$ cat config.mk
export PLATFORM = sky130hd
export DESIGN_NAME = display_test_fsm_control_regs
export DESIGN_NICKNAME = d
export VERILOG_FILES = /design/src/logic/fill_seq_pkg.sv /design/src/logic/osc_div_test.sv /design/src/logic/display_test_fsm_control_regs.sv
export SDC_FILE = /design/constraint.sdc
export NUM_CORES = 1
export LEC_CHECK = 0
export ABC_AREA = 0
export ABC_CLOCK_PERIOD_IN_PS = 4100
export BUFFER_PORTS_ARGS = -buffer_cell sky130_fd_sc_hd__clkbuf_2
export CORE_ASPECT_RATIO = 1.1
export CORE_MARGIN = 4
export CORE_UTILIZATION = 45
export DETAILED_ROUTE_END_ITERATION = 16
export HOLD_SLACK_MARGIN = 0.1
export PLACE_DENSITY = 0.77
export SYNTH_ARGS = -nofsm -noshare
export SYNTH_HDL_FRONTEND = slang
export SYNTH_SLANG_ARGS = --single-unit
$ cat constraint.sdc
create_clock -name mclk -period 4.1 [get_ports mclk]
set_input_delay 0 -clock mclk [delete_from_list [all_inputs] [get_ports mclk]]
set_output_delay 0 -clock mclk [all_outputs]
set_load 0.03 [all_outputs]
$ cat src/logic/fill_seq_pkg.sv
package fill_seq_pkg;
  // command codes
  localparam logic [7:0] CMD_UNLOCK = 8'hFF;
  localparam logic [7:0] UNLOCK_KEY = 8'hA5;
  localparam logic [7:0] CMD_SOLID_FILL = 8'hF4;
  localparam logic [7:0] CMD_FILL_LEVEL = 8'hF5;
  localparam logic [7:0] CMD_SEQ_OPT = 8'hF9;
  localparam logic [7:0] CMD_OSC_TEST = 8'hFB;
  localparam logic [7:0] CMD_RD_STATE = 8'hFC;
  localparam logic [7:0] CMD_RD_POWER = 8'hFD;
  // reset values
  localparam logic [7:0] SOLID_FILL_RST = 8'h00;
  localparam logic [5:0] LEVEL_RST = 6'h00;
  localparam logic [7:0] SEQ_OPT_RST = 8'h12;
  localparam logic [7:0] OSC_TEST_RST = 8'h00;
  // field positions
  localparam int FILL_EN_BIT = 0;
  localparam int HOLD_BIT = 5;
  localparam int GATE_ON_DIS_BIT = 2;
  localparam int BLANK_LVD_BIT = 1;
  localparam int SKIP_WAIT_BIT = 0;
  localparam int DIV_EN_BIT = 7;
  localparam int DIV_OE_BIT = 6;
  localparam int LEVEL_W = 6;
  localparam int RAIL_W = 8;
  // fill state lasts this many frames when not held
  localparam logic [1:0] CLEAR_FRAMES = 2'd2;
  typedef enum logic [2:0] {
    ST_OFF = 3'b000,
    ST_PWR_UP = 3'b001,
    ST_CLEAR = 3'b010,
    ST_WAIT_DISP = 3'b011,
    ST_DISPLAY = 3'b100,
    ST_DISP_BLK = 3'b101,
    ST_PWR_DOWN = 3'b110
  } seq_state_type;
endpackage

$ cat src/logic/osc_div_test.sv
`timescale 1ns/1ns
module osc_div_test
(
  input wire logic mclk,
  input wire logic nrst,
  input wire logic div_en,
  input wire logic out_en,
  output logic test_out,
  output logic test_oe
);
  // halve the oscillator while enabled
  always_ff @(posedge mclk or negedge nrst)
  begin
    if (!nrst)
      test_out <= 1'b0;
    else if (div_en)
      test_out <= ~test_out;
    else
      test_out <= 1'b0;
  end

  // pad driver enable
  always_ff @(posedge mclk or negedge nrst)
  begin
    if (!nrst)
      test_oe <= 1'b0;
    else
      test_oe <= out_en;
  end
endmodule

$ cat src/logic/display_test_fsm_control_regs.sv
`timescale 1ns/1ns
//Contract
//- solid fill bit replaces frame memory pixels
//- three fill levels red green blue, six bits
//- without hold, fill state lasts two frames
//- with hold, fill state waits for power-off
//- gate-all-on at power-off unless suppressed
//- low-voltage monitor in blank state, default on
//- skip bit bypasses display-wait state
//- oscillator halving enabled by top bit
//- test pad driver enabled by bit six
//- state readback gives state code low bits
//- power readback gives rail enables as two nibbles, high then low
module display_test_fsm_control_regs
#(
  parameter int PIX_W = 18
)
(
  input wire logic mclk,
  input wire logic nrst,
  input wire logic cmd_strobe,
  input wire logic [7:0] cmd_code,
  input wire logic wr_strobe,
  input wire logic [7:0] wr_data,
  input wire logic rd_strobe,
  output logic [7:0] rd_data,
  output logic rd_valid,
  input wire logic power_on_req,
  input wire logic power_off_req,
  input wire logic blank_req,
  input wire logic frame_tick,
  input wire logic lvd_alarm,
  input wire logic [PIX_W-1:0] mem_pixel,
  output logic [PIX_W-1:0] pixel_out,
  output logic [7:0] rail_en,
  output logic panel_gate_driver_all_on,
  output logic lvd_shutdown,
  output logic osc_test_out,
  output logic osc_test_oe
);
  // refuse pixel widths other than exactly three fill levels
  if (PIX_W != 3 * fill_seq_pkg::LEVEL_W)
  begin
    $error("pixel width must hold three fill levels");
  end

  logic [7:0] cmd_q;
  logic [1:0] idx_q;
  logic unlock_q;
  logic fill_en_q;
  logic [5:0] lvl_r_q;
  logic [5:0] lvl_g_q;
  logic [5:0] lvl_b_q;
  logic [7:0] seq_opt_q;
  logic [7:0] osc_q;
  logic [1:0] frames_q;
  fill_seq_pkg::seq_state_type state_q;
  fill_seq_pkg::seq_state_type state_d;
  logic wr_ok;
  logic hold;
  logic all_up;

  assign wr_ok = wr_strobe && unlock_q;
  assign hold = seq_opt_q[fill_seq_pkg::HOLD_BIT];
  assign all_up = &rail_en;

  // current command and parameter index
  always_ff @(posedge mclk or negedge nrst)
  begin
    if (!nrst)
    begin
      cmd_q <= 8'h00;
      idx_q <= 2'd0;
    end
    else if (cmd_strobe)
    begin
      cmd_q <= cmd_code;
      idx_q <= 2'd0;
    end
    else if ((wr_strobe || rd_strobe) && idx_q != 2'd3)
      idx_q <= idx_q + 2'd1;
  end

  // unlock key, any other value relocks
  always_ff @(posedge mclk or negedge nrst)
  begin
    if (!nrst)
      unlock_q <= 1'b0;
    else if (wr_strobe && cmd_q == fill_seq_pkg::CMD_UNLOCK && idx_q == 2'd0)
      unlock_q <= (wr_data == fill_seq_pkg::UNLOCK_KEY);
  end

  // protected write registers, unused bits dropped
  always_ff @(posedge mclk or negedge nrst)
  begin
    if (!nrst)
    begin
      fill_en_q <= fill_seq_pkg::SOLID_FILL_RST[0];
      lvl_r_q <= fill_seq_pkg::LEVEL_RST;
      lvl_g_q <= fill_seq_pkg::LEVEL_RST;
      lvl_b_q <= fill_seq_pkg::LEVEL_RST;
      seq_opt_q <= fill_seq_pkg::SEQ_OPT_RST;
      osc_q <= fill_seq_pkg::OSC_TEST_RST;
    end
    else if (wr_ok && idx_q == 2'd0 && cmd_q == fill_seq_pkg::CMD_SOLID_FILL)
      fill_en_q <= wr_data[fill_seq_pkg::FILL_EN_BIT];
    else if (wr_ok && cmd_q == fill_seq_pkg::CMD_FILL_LEVEL)
    begin
      if (idx_q == 2'd0)
        lvl_r_q <= wr_data[5:0];
      else if (idx_q == 2'd1)
        lvl_g_q <= wr_data[5:0];
      else if (idx_q == 2'd2)
        lvl_b_q <= wr_data[5:0];
    end
    else if (wr_ok && idx_q == 2'd0 && cmd_q == fill_seq_pkg::CMD_SEQ_OPT)
      seq_opt_q <= wr_data & 8'h27;
    else if (wr_ok && idx_q == 2'd0 && cmd_q == fill_seq_pkg::CMD_OSC_TEST)
      osc_q <= wr_data & 8'hC0;
  end

  // readback of state and rail enables
  always_ff @(posedge mclk or negedge nrst)
  begin
    if (!nrst)
    begin
      rd_data <= 8'h00;
      rd_valid <= 1'b0;
    end
    else
    begin
      rd_valid <= rd_strobe;
      if (rd_strobe)
      begin
        if (cmd_q == fill_seq_pkg::CMD_RD_STATE && idx_q == 2'd0)
          rd_data <= {5'b00000, state_q};
        else if (cmd_q == fill_seq_pkg::CMD_RD_POWER && idx_q == 2'd0)
          rd_data <= {4'h0, rail_en[7:4]};
        else if (cmd_q == fill_seq_pkg::CMD_RD_POWER && idx_q == 2'd1)
          rd_data <= {4'h0, rail_en[3:0]};
        else
          rd_data <= 8'h00;
      end
    end
  end

  // pixel source select
  always_ff @(posedge mclk or negedge nrst)
  begin
    if (!nrst)
      pixel_out <= '0;
    else if (fill_en_q)
      pixel_out <= {lvl_r_q, lvl_g_q, lvl_b_q};
    else
      pixel_out <= mem_pixel;
  end

  // sequencer next state
  always_comb
  begin
    state_d = state_q;
    unique case (state_q)
      fill_seq_pkg::ST_OFF:
        if (power_on_req)
          state_d = fill_seq_pkg::ST_PWR_UP;
      fill_seq_pkg::ST_PWR_UP:
        if (all_up)
          state_d = fill_seq_pkg::ST_CLEAR;
      fill_seq_pkg::ST_CLEAR:
        if (power_off_req)
          state_d = fill_seq_pkg::ST_PWR_DOWN;
        else if (!hold && frame_tick && frames_q == fill_seq_pkg::CLEAR_FRAMES - 2'd1)
        begin
          if (seq_opt_q[fill_seq_pkg::SKIP_WAIT_BIT])
            state_d = fill_seq_pkg::ST_DISPLAY;
          else
            state_d = fill_seq_pkg::ST_WAIT_DISP;
        end
      fill_seq_pkg::ST_WAIT_DISP:
        if (power_off_req)
          state_d = fill_seq_pkg::ST_PWR_DOWN;
        else if (frame_tick)
          state_d = fill_seq_pkg::ST_DISPLAY;
      fill_seq_pkg::ST_DISPLAY:
        if (power_off_req)
          state_d = fill_seq_pkg::ST_PWR_DOWN;
        else if (blank_req)
          state_d = fill_seq_pkg::ST_DISP_BLK;
      fill_seq_pkg::ST_DISP_BLK:
        if (power_off_req || (lvd_alarm && seq_opt_q[fill_seq_pkg::BLANK_LVD_BIT]))
          state_d = fill_seq_pkg::ST_PWR_DOWN;
        else if (!blank_req)
          state_d = fill_seq_pkg::ST_DISPLAY;
      fill_seq_pkg::ST_PWR_DOWN:
        if (rail_en == '0)
          state_d = fill_seq_pkg::ST_OFF;
      default:
        state_d = fill_seq_pkg::ST_OFF;
    endcase
  end

  // sequencer state register
  always_ff @(posedge mclk or negedge nrst)
  begin
    if (!nrst)
      state_q <= fill_seq_pkg::ST_OFF;
    else
      state_q <= state_d;
  end

  // frames spent in the fill state
  always_ff @(posedge mclk or negedge nrst)
  begin
    if (!nrst)
      frames_q <= 2'd0;
    else if (state_q != fill_seq_pkg::ST_CLEAR)
      frames_q <= 2'd0;
    else if (frame_tick && frames_q != 2'd3)
      frames_q <= frames_q + 2'd1;
  end

  // rails come up one per frame, drop one per frame
  always_ff @(posedge mclk or negedge nrst)
  begin
    if (!nrst)
      rail_en <= '0;
    else if (frame_tick && state_q == fill_seq_pkg::ST_PWR_UP)
      rail_en <= {rail_en[6:0], 1'b1};
    else if (frame_tick && state_q == fill_seq_pkg::ST_PWR_DOWN)
      rail_en <= {1'b0, rail_en[7:1]};
  end

  // gate-all-on during normal power-off, lvd shutdown flag
  always_ff @(posedge mclk or negedge nrst)
  begin
    if (!nrst)
    begin
      panel_gate_driver_all_on <= 1'b0;
      lvd_shutdown <= 1'b0;
    end
    else
    begin
      if (state_q != fill_seq_pkg::ST_PWR_DOWN && state_d == fill_seq_pkg::ST_PWR_DOWN)
      begin
        panel_gate_driver_all_on <= power_off_req &&
          !seq_opt_q[fill_seq_pkg::GATE_ON_DIS_BIT];
        lvd_shutdown <= !power_off_req;
      end
      else if (state_q != fill_seq_pkg::ST_PWR_DOWN)
      begin
        panel_gate_driver_all_on <= 1'b0;
        lvd_shutdown <= 1'b0;
      end
    end
  end

  osc_div_test u_osc
  (
    .mclk(mclk),
    .nrst(nrst),
    .div_en(osc_q[fill_seq_pkg::DIV_EN_BIT]),
    .out_en(osc_q[fill_seq_pkg::DIV_OE_BIT]),
    .test_out(osc_test_out),
    .test_oe(osc_test_oe)
  );
endmodule

==> impl_metrics.env, run 1 <==
export IMPL_status="complete, no violations"
export IMPL_ios=83
export IMPL_worstPathCellList="inv_1, ha_1, nand3_1, nor3_2, mux2_2"
export IMPL_worst_pin_slew_ns=1.230
export IMPL_ir_drop_mv=0.1810
export IMPL_multi_input_area_sq_um=1436
export IMPL_path_max_fanout=12
export IMPL_fin_util_pct=61.02
export IMPL_finalSetupTns_ns=0
export IMPL_synth_cell_type_count=50
export IMPL_syn_to_final_growth_pct=32.45
export IMPL_crit_family="simple AND/OR/NAND/NOR gates"
export IMPL_cts_tree="done"
export IMPL_netSwitchingFraction_pct=36.81
export IMPL_worst_slack_ns=1.851
export IMPL_cts_max_level=3
export IMPL_drtIter0Drc=208
export IMPL_grt_overflow_total=0
export IMPL_fp_dieH_um=99.75
export IMPL_ff_latch_area_sq_um=1903
export IMPL_synth_flop_cell="dfrtp_1"
export IMPL_ys_ff_latch=76
export IMPL_finalCriticalPeriod_ns=2.249
export IMPL_maxCapViolCount=0
export IMPL_cts_resized=0
export IMPL_relSlewSlack_pct=17.13
export IMPL_die_area_sq_um=9117
export IMPL_layout_drive_gt1_share_pct=39.07
export IMPL_nets=452
export IMPL_postCtsSetupBuffers=0
export IMPL_hp_class="input port to flop"
export IMPL_grt_max_degree=77
export IMPL_reg2reg_slack_ns=1.85
export IMPL_rows=33
export IMPL_post_route_period_util_pct=54.86
export IMPL_post_dp_cell_area_sq_um=3909
export IMPL_clkTransAtPathRegs_ns=0.08
export IMPL_via_count=2626
export IMPL_skew_ns=0.01017
export IMPL_dp_cells=449
export IMPL_holdWs_ns=0.1416
export IMPL_final_instance_count_excl_fill=512
export IMPL_grt_use_met1_pct=22.90
export IMPL_grt_setup_unrepaired="no"
export IMPL_internal_power_mw=1.266
export IMPL_route_detailed_wl_per_inst_um=15.30
export IMPL_use_met2_pct=29.17
export IMPL_post_place_ws_ns=1.876
export IMPL_p_clk_share_pct=26.0
export IMPL_drc=0
export IMPL_path_buf_inv=1
export IMPL_antenna_found_initial=0
export IMPL_combPwrFrac_pct=26.3
export IMPL_critPathRequiredTime_ns=4.33
export IMPL_cts_hold_buf=47
export IMPL_place_hpwl_um=5175
export IMPL_grt_pass1_vias=2652
export IMPL_cp_arrival_ns=2.48
export IMPL_ys_seq_area_share_pct=55.27
export IMPL_clk_latency_ns=0.35
export IMPL_grt_usage_pct=17.96
export IMPL_gp_congestion=0.8281
export IMPL_cpMaxStageDelayCell="nor3_2"
export IMPL_synth_cells=276
export IMPL_busiest_layer="met2"
export IMPL_synth_edf_count=0
export IMPL_clkSinkCount=76
export IMPL_core_area_sq_um=7473
export IMPL_dieWidth_um=91.41
export IMPL_fillers=580
export IMPL_hold_path_depth=3
export IMPL_via_per_inst=5.129
export IMPL_endpoint_kind="flop"
export IMPL_p_seq_share_pct=47.7
export IMPL_antenna_cells=0
export IMPL_crit_cells=5
export IMPL_report_power_total_mw=2.004
export IMPL_cts_buffers=9
export IMPL_min_from="lvd_alarm"
export IMPL_root_buffer="clkbuf_8"
export IMPL_stdcell_area_sq_um=4561
export IMPL_r2r_cells=5
export IMPL_p_leak_nw=2.128
export IMPL_crit_type="flop to flop"
export IMPL_io_buffers=78
export IMPL_grt_pass1_wl_um=12900
export IMPL_finalHoldViolCount=0
export IMPL_async_reset_ff_share_pct=100.0
export IMPL_ant_nets=0
export IMPL_regToRegStartpoint="idx_q[0]"
export IMPL_cts_max_path_buffers=2
export IMPL_setup_viol_count_final=0
export IMPL_power_density_nw_per_um2=439.5
export IMPL_use_met3_pct=2.799
export IMPL_initial_core_util_pct=46.07
export IMPL_netlist_area_sq_um=3443
export IMPL_p_sw_mw=0.7378
export IMPL_crit_path_start_kind="flop"
export IMPL_yosys_warnings=0
export IMPL_slowest_delay_ns=0.50
export IMPL_slew_viol_final=0
export IMPL_drt_wl_total_um=7836
export IMPL_fmaxAchievable_mhz=444.6
export IMPL_firstDrtPassIters=4
export IMPL_syn_avg_cell_area_sq_um=12.48
export IMPL_critPathLaunch="idx_q[0]"
registers in the layout, summed over array words and instances, names as in the netlist, 2 cells and up:
name       cells
pixel_out     18
cmd_q          8
rail_en        8
lvl_b_q        6
lvl_g_q        6
lvl_r_q        6
rd_data        4
seq_opt_q      4
state_q        3
frames_q       2
idx_q          2
osc_q          2
power groups by stage:
stage               Sequential [mW]  Clock, mW  Combinational [mW]
floorplan                      1.01          0               0.293
global placement              0.964          0               0.475
detailed placement            0.968          0               0.487
CTS                           0.953      0.537               0.527
global route                  0.972      0.560               0.577
finish                        0.956      0.521               0.527
per-layer routing:
layer | part of all wire (%) | vias up
li1 | - | 1240
met1 | 43 | 1266
met2 | 49 | 91
met3 | 4.0 | 29
met4 | 3.7 | 0
met5 | 0 | -
final timing paths:
path                            endpoint
setup / recovery              lvl_r_q[5]
hold / removal                state_q[0]
setup reg to reg              lvl_r_q[5]
hold reg to reg            u_osc.test_oe
max in group asynchronous       cmd_q[1]
min in group asynchronous   pixel_out[1]
kinds of logic after synthesis:
family	synth area share, %
xor+xnor	0.5088
buf+inv	3.343
flops	55.27
simple gates	11.88
mux	18.64
other cells	0.1089
compound gates	8.068
fa+ha+maj	2.180
tightest hold or removal path, cell delays in order:
cell      delay [ns]
clkbuf_2        0.10
a311o_2         0.16
o311ai_0        0.15
layout make-up:
cell class | count | area share, %
flip-flops and latches | 76 | 41.73
multi-input cells | 178 | 31.50
repair buffers | 125 | 18.93
well taps | 105 | 2.881
clock buffers | 9 | 2.716
clock inverters | 7 | 1.262
inverters | 12 | 0.9877
cell usage in the layout, fill, tap and decap left out, types with 2 or more instances in the layout:
| master | count |
|---|---|
| a22oi_1 | 4 |
| mux2_2 | 49 |
| mux2i_1 | 6 |
| o21ai_0 | 16 |
| nand4_1 | 3 |
| clkinvlp_4 | 3 |
| clkbuf_8 | 9 |
| inv_1 | 12 |
| inv_6 | 3 |
| conb_1 | 4 |
| xnor2_1 | 2 |
| ha_1 | 6 |
| nor4_1 | 4 |
| nand2_1 | 21 |
| nand3_1 | 3 |
| dlygate4sd3_1 | 47 |
| o311ai_0 | 2 |
| nand2b_1 | 2 |
| a21oi_1 | 8 |
| nor4_4 | 2 |
| mux2_4 | 2 |
| nor2_1 | 14 |
| dfrtp_1 | 75 |
| clkbuf_2 | 77 |
| o41ai_1 | 2 |
| nand3b_2 | 2 |
| nor4bb_1 | 2 |
cells in the mapped netlist, drive strengths merged (2+ instances only):
library cell | count | area [sq um]
nor3b | 2 | 26.28
nor2 | 15 | 58.81
clkbuf | 4 | 15.01
o311ai | 2 | 17.52
a21oi | 8 | 40.04
nand3 | 3 | 15.01
inv | 12 | 45.04
nor4 | 6 | 67.56
a22oi | 4 | 30.03
mux2 | 51 | 581.8
nor3 | 2 | 15.01
nor4bb | 2 | 20.02
nand3b | 2 | 22.52
nand2b | 3 | 21.27
nand4 | 3 | 18.77
nand2 | 22 | 85.09
xnor2 | 2 | 17.52
dfrtp | 75 | 1877
o41ai | 2 | 17.52
mux2i | 6 | 60.06
buf | 9 | 55.05
ha | 6 | 75.07
o21ai | 16 | 80.08
Note: power is estimated with default switching activity, not from simulation.
==> run 2: changes to the inputs <==
--- a/config.mk
+++ b/config.mk
@@ -5,8 +5,8 @@
 export SDC_FILE = /design/constraint.sdc
 export NUM_CORES = 1
 export LEC_CHECK = 0
-export ABC_AREA = 0
-export ABC_CLOCK_PERIOD_IN_PS = 4100
+export ABC_AREA = 1
+export ABC_CLOCK_PERIOD_IN_PS = 2300
 export BUFFER_PORTS_ARGS = -buffer_cell sky130_fd_sc_hd__clkbuf_2
 export CORE_ASPECT_RATIO = 1.1
 export CORE_MARGIN = 4
==> constraint.sdc (replaced) <==
create_clock -name mclk -period 2.3 [get_ports mclk]
set_input_delay 0 -clock mclk [delete_from_list [all_inputs] [get_ports mclk]]
set_output_delay 0 -clock mclk [all_outputs]
set_load 0.03 [all_outputs]
==> run 2 against run 1 <==
  * Register-to-register slack worse by 1.7 ns
  * Synthesized cell count up 47%
  * Combinational power up 120%
  * Final cell count up 27%
  * Global-route usage up 2.0 points
  * Power up 91%
  * Sequential power up 77%
  * Clock skew up 0.0026 ns
  * Non-clock buffer count up 8
  * Maximum frequency up 4.8%
==> impl_metrics.env, run 2 <==
export IMPL_cp_arrival_ns=2.39
export IMPL_synth_edf_count=0
export IMPL_setup_viol_count_final=0
export IMPL_initial_core_util_pct=46.75
export IMPL_clkSinkCount=76
export IMPL_p_clk_share_pct=25.2
export IMPL_cts_buffers=9
export IMPL_via_per_inst=4.915
export IMPL_p_seq_share_pct=44.4
export IMPL_postCtsSetupBuffers=0
export IMPL_use_met2_pct=35.55
export IMPL_route_detailed_wl_per_inst_um=13.51
export IMPL_synth_most_common_cell="dfrtp_1"
export IMPL_multi_input_area_sq_um=1295
export IMPL_cts_max_path_buffers=2
export IMPL_p_leak_nw=2.356
export IMPL_grt_usage_pct=19.93
export IMPL_reg_top3="pixel_out x18, cmd_q x8, rail_en x8"
export IMPL_mostFrequentLayoutCell="clkbuf_2"
export IMPL_ios=83
export IMPL_holdWs_ns=0.1205
export IMPL_place_hpwl_um=6028
export IMPL_finalCriticalPeriod_ns=2.147
export IMPL_crit_path_start_kind="flop"
export IMPL_core_area_sq_um=7556
export IMPL_crit_type="flop to flop"
export IMPL_combPwrFrac_pct=30.5
export IMPL_antenna_found_initial=0
export IMPL_cts_max_level=3
export IMPL_grt_pass1_wl_um=14550
export IMPL_ys_top_cells_by_count="dfrtp_1 (75), inv_1 (67), nand2_1 (64), nor2_1 (47), o21ai_0 (40)"
export IMPL_synth_top_cell_by_area="dfrtp_1"
export IMPL_synth_cells=406
export IMPL_dieWidth_um=92.47
export IMPL_post_place_ws_ns=0.5942
export IMPL_synth_flop_cell="dfrtp_1"
export IMPL_grt_overflow_total=0
export IMPL_via_count=3195
export IMPL_post_route_period_util_pct=93.36
export IMPL_syn_avg_cell_area_sq_um=8.700
export IMPL_die_area_sq_um=9332
export IMPL_netlist_area_leader_share_pct=53.13
export IMPL_grt_max_degree=77
export IMPL_p_sw_mw=1.485
export IMPL_relSlewSlack_pct=37.96
export IMPL_grt_setup_unrepaired="no"
export IMPL_root_buffer="clkbuf_8"
export IMPL_worst_slack_ns=0.1527
export IMPL_cts_tree="done"
export IMPL_drc=0
export IMPL_busiest_layer="met2"
export IMPL_worst_pin_slew_ns=0.9306
export IMPL_fmaxAchievable_mhz=465.7
export IMPL_layout_drive_gt1_share_pct=22.39
export IMPL_ys_seq_area_share_pct=53.88
export IMPL_yosys_warnings=0
export IMPL_fp_dieH_um=100.9
export IMPL_grt_pass1_vias=3212
export IMPL_drtIter0Drc=217
export IMPL_power_density_nw_per_um2=807.6
export IMPL_grt_use_met1_pct=23.29
export IMPL_netlist_area_sq_um=3532
export IMPL_async_reset_ff_share_pct=100.0
export IMPL_final_cell_mix="clkbuf_2 (77), dfrtp_1 (73), inv_1 (67), nand2_1 (64), dlygate4sd3_1 (54)"
export IMPL_status="complete, no violations"
export IMPL_rows=33
export IMPL_slew_viol_final=0
export IMPL_nets=590
export IMPL_internal_power_mw=2.336
export IMPL_gp_congestion=0.9231
export IMPL_clk_latency_ns=0.37
export IMPL_fillers=614
export IMPL_ff_latch_area_sq_um=1906
export IMPL_antenna_cells=0
export IMPL_hp_class="input port to flop"
export IMPL_endpoint_kind="flop"
export IMPL_clkTransAtPathRegs_ns=0.09
export IMPL_finalHoldViolCount=0
export IMPL_largest_reg_flops=18
export IMPL_drt_wl_total_um=8781
export IMPL_synth_cell_type_count=32
export IMPL_ant_nets=0
export IMPL_syn_to_final_growth_pct=33.94
export IMPL_path_max_fanout=7
export IMPL_firstDrtPassIters=5
export IMPL_io_buffers=78
export IMPL_critPathRequiredTime_ns=2.55
export IMPL_skew_ns=0.01276
export IMPL_ir_drop_mv=0.3554
export IMPL_ys_ff_latch=76
export IMPL_synth_area_top_cells="dfrtp_1 (53%), inv_1 (7.1%), nand2_1 (6.8%)"
export IMPL_netSwitchingFraction_pct=38.87
export IMPL_regMostFlops="pixel_out"
export IMPL_maxCapViolCount=0
export IMPL_use_met3_pct=3.510
export IMPL_finalSetupTns_ns=0
run 2: area by class of cell:
class | count | area share, %
timing repair buffer | 133 | 19.89
clock inverter | 7 | 1.217
multi-input combinational | 247 | 27.37
clock buffer | 9 | 2.618
tap | 105 | 2.777
inverter | 73 | 5.845
sequential | 76 | 40.28
run 2: what timing repair did:
item / 4_1_cts / 5_1_grt
setup endpoints to repair: 0 / 1
endpoints found under the hold margin: 137 / 0
gates resized for setup: 0 / 2
hold buffers: 54 / 0
run 2: worst max-delay path, cell delays in order, from the launching register on:
cell and delay, ns:
dfrtp_2 0.50, nor2_1 0.12, o21ai_0 0.08, o211ai_1 0.10, dlygate4sd3_1 0.57, nand4_1 0.10
dlygate4sd3_1 0.57
run 2: cells by family (layout without fill, tap and decap cells):
family | after synthesis | in the layout | share of synthesized area [%]
other | 1 | 4 | 0.1062
AO/OA/AOI/OAI | 83 | 83 | 12.72
XOR/XNOR | 1 | 1 | 0.2480
adder cells (fa/ha/maj) | 6 | 6 | 2.125
buffers and inverters | 86 | 222 | 9.777
multiplexers | 11 | 11 | 3.507
flip-flops | 76 | 76 | 53.88
AND/OR/NAND/NOR | 142 | 142 | 17.64
run 2: worst paths after layout:
kind	from	to	slack (ns)	depth (start not counted)
worst max-delay path	state_q[0]	state_q[0]	0.15	6
worst min-delay path	frame_tick	rail_en[1]	0.12	5
worst max register to register	state_q[0]	state_q[0]	0.15	6
worst min register to register	osc_q[6]	u_osc.test_oe	0.39	0
max in group asynchronous	nrst	state_q[0]	1.35	2
min in group asynchronous	nrst	rail_en[1]	0.30	2
run 2: per-stage QoR:
stage	total power, mW	utilization, %	cell area [sq um]	cells
3_5_place_dp	2.754	53.02	4006	580
3_3_place_gp	2.728	53.02	4006	580
4_1_cts	3.823	62.58	4728	650
5_1_grt	4.045	62.61	4731	650
2_1_floorplan	2.427	-	3543	409
6_report	3.821	62.61	4731	650
run 2: layer usage:
metal  share of wire (%)  up-vias
met3                 4.9       22
met1                  40     1504
met2                  52      103
met4                 2.8        0
li1                    -     1566
met5                   0        -
run 2: power by group through the flow:
stage / combinational [mW] / clock [mW] / sequential (mW)
2_1_floorplan: 0.572 / 0 / 1.86
3_3_place_gp: 1.02 / 0 / 1.71
3_5_place_dp: 1.04 / 0 / 1.71
4_1_cts: 1.16 / 0.974 / 1.69
5_1_grt: 1.30 / 1.03 / 1.72
6_report: 1.16 / 0.962 / 1.69
==> run 3: changes to the inputs <==
--- a/config.mk
+++ b/config.mk
@@ -5,7 +5,6 @@
 export SDC_FILE = /design/constraint.sdc
 export NUM_CORES = 1
 export LEC_CHECK = 0
-export ABC_AREA = 1
 export ABC_CLOCK_PERIOD_IN_PS = 2300
 export BUFFER_PORTS_ARGS = -buffer_cell sky130_fd_sc_hd__clkbuf_2
 export CORE_ASPECT_RATIO = 1.1
==> run 3 against run 2 <==
  * Critical path depth is 1 lower
  * Via count is 19% lower
  * Power fell by 3.4%
==> impl_metrics.env, run 3 (synthesis gave the netlist of run 1 again) <==
export IMPL_status="complete, no violations"
export IMPL_io_buffers=78
export IMPL_firstDrtPassIters=4
export IMPL_route_detailed_wl_per_inst_um=15.16
export IMPL_critPathLaunch="idx_q[0]"
export IMPL_layout_drive_gt1_share_pct=40.15
export IMPL_critPathRequiredTime_ns=2.53
export IMPL_fillers=588
export IMPL_fp_dieH_um=99.75
export IMPL_crit_family="simple AND/OR/NAND/NOR gates"
export IMPL_worstPathCellList="inv_1, ha_2, nand3_1, nor3_4, mux2_2"
export IMPL_largest_reg_flops=18
export IMPL_postCtsSetupBuffers=0
export IMPL_r2r_cells=5
export IMPL_drt_wl_total_um=7672
export IMPL_slew_viol_final=0
export IMPL_hp_class="input port to flop"
export IMPL_finalSetupTns_ns=0
export IMPL_setup_viol_count_final=0
export IMPL_cts_max_level=3
export IMPL_die_area_sq_um=9117
export IMPL_crit_path_start_kind="flop"
export IMPL_min_from="lvd_alarm"
export IMPL_regMostFlops="pixel_out"
export IMPL_antenna_found_initial=0
export IMPL_skew_ns=0.01087
export IMPL_slowest_delay_ns=0.41
export IMPL_final_cell_mix="clkbuf_2 (77), dfrtp_1 (75), mux2_2 (49), dlygate4sd3_1 (40), nand2_1 (21)"
export IMPL_clk_latency_ns=0.34
export IMPL_path_max_fanout=12
export IMPL_regToRegStartpoint="idx_q[0]"
export IMPL_r2r_end="lvl_r_q[4]"
export IMPL_core_area_sq_um=7473
export IMPL_crit_type="flop to flop"
export IMPL_via_count=2596
export IMPL_grt_overflow_total=0
export IMPL_syn_to_final_growth_pct=31.69
export IMPL_path_buf_inv=1
export IMPL_ir_drop_mv=0.4544
export IMPL_ios=83
export IMPL_reg_top3="pixel_out x18, cmd_q x8, rail_en x8"
export IMPL_endpoint_kind="flop"
export IMPL_report_power_total_mw=3.691
export IMPL_fmaxAchievable_mhz=508.8
export IMPL_cpMaxStageDelayCell="dfrtp_1"
export IMPL_initial_core_util_pct=46.07
export IMPL_grt_setup_unrepaired="no"
export IMPL_post_route_period_util_pct=85.45
export IMPL_nets=446
export IMPL_gp_congestion=0.8243
export IMPL_via_per_inst=5.130
export IMPL_power_density_nw_per_um2=813.9
export IMPL_antenna_cells=0
export IMPL_cts_tree="done"
export IMPL_finalCriticalPeriod_ns=1.965
export IMPL_finalHoldViolCount=0
export IMPL_grt_pass1_wl_um=13010
export IMPL_cts_max_path_buffers=2
export IMPL_cp_arrival_ns=2.20
export IMPL_grt_usage_pct=18.02
export IMPL_relSlewSlack_pct=37.60
export IMPL_clkTransAtPathRegs_ns=0.08
export IMPL_cts_buffers=9
export IMPL_dieWidth_um=91.41
export IMPL_place_hpwl_um=5311
export IMPL_clkSinkCount=76
export IMPL_reg2reg_slack_ns=0.33
export IMPL_maxCapViolCount=0
export IMPL_mostFrequentLayoutCell="clkbuf_2"
export IMPL_worst_pin_slew_ns=0.9360
export IMPL_drc=0
export IMPL_drtIter0Drc=121
export IMPL_ant_nets=0
export IMPL_hold_path_depth=3
export IMPL_p_leak_nw=2.131
export IMPL_grt_max_degree=77
export IMPL_rows=33
export IMPL_hold_path_endpoint="state_q[0]"
export IMPL_grt_pass1_vias=2697
export IMPL_root_buffer="clkbuf_8"
## run 3: how the worst max path moves through the flow
stage | endpoint | cells past startpoint
floorplan | lvl_g_q[0] | 6
global placement | lvl_r_q[2] | 5
detailed placement | lvl_r_q[2] | 5
CTS | lvl_r_q[4] | 5
global route | lvl_r_q[3] | 5
finish | lvl_r_q[4] | 5
## run 3: worst reg2reg max path: stages (launching register included)
cell and delay (ns):
dfrtp_1 0.41, inv_1 0.13, ha_2 0.33, nand3_1 0.25, nor3_4 0.37, mux2_2 0.38
## run 3: area by class of cell
class,count,area [sq um],share of cell area [%]
Inverter,12,45.04,0.9934
Clock inverter,6,71.32,1.573
Sequential cell,76,1903,41.97
Tap cell,105,131.4,2.897
Multi-Input combinational cell,178,1445,31.87
Timing Repair Buffer,119,800.8,17.66
Clock buffer,10,137.6,3.035
## run 3: power by group
| part | total [mW] | switching (mW) | leakage, nW | internal [mW] |
|---|---|---|---|---|
| logic | 0.949 | 0.572 | 1.06 | 0.377 |
| registers | 1.69 | 0.216 | 0.976 | 1.48 |
| clock network | 1.05 | 0.511 | 0.0991 | 0.538 |
## run 3: repair_timing
action	in CTS	in global routing
hold buffers	40	0
hold endpoints to repair	137	0
gates resized for setup	0	3
setup endpoints to repair	0	13
## run 3: layer usage
layer / track usage [%] / wire (um) / vias up
met4: 7.889 / 178 / 0
met3: 3.782 / 311 / 14
li1: - / - / 1228
met2: 30.58 / 3966 / 71
met1: 22.20 / 3215 / 1283
met5: 0 / 0 / -
## run 3: stage by stage
step / cells / hold WS, ns / area, sq um / util, % / setup slack, ns
after global routing: 506 / 0.1812 / 4534 / 60.67 / 0.1935
after CTS: 506 / 0.1634 / 4526 / 60.56 / 0.1055
final: 506 / 0.1844 / 4534 / 60.67 / 0.3347
after floorplan: 279 / -0.2956 / 3455 / - / 0.5483
after global placement: 450 / 0.1958 / 3916 / 52.40 / 0.2262
after detailed placement: 450 / 0.2058 / 3916 / 52.40 / 0.1055
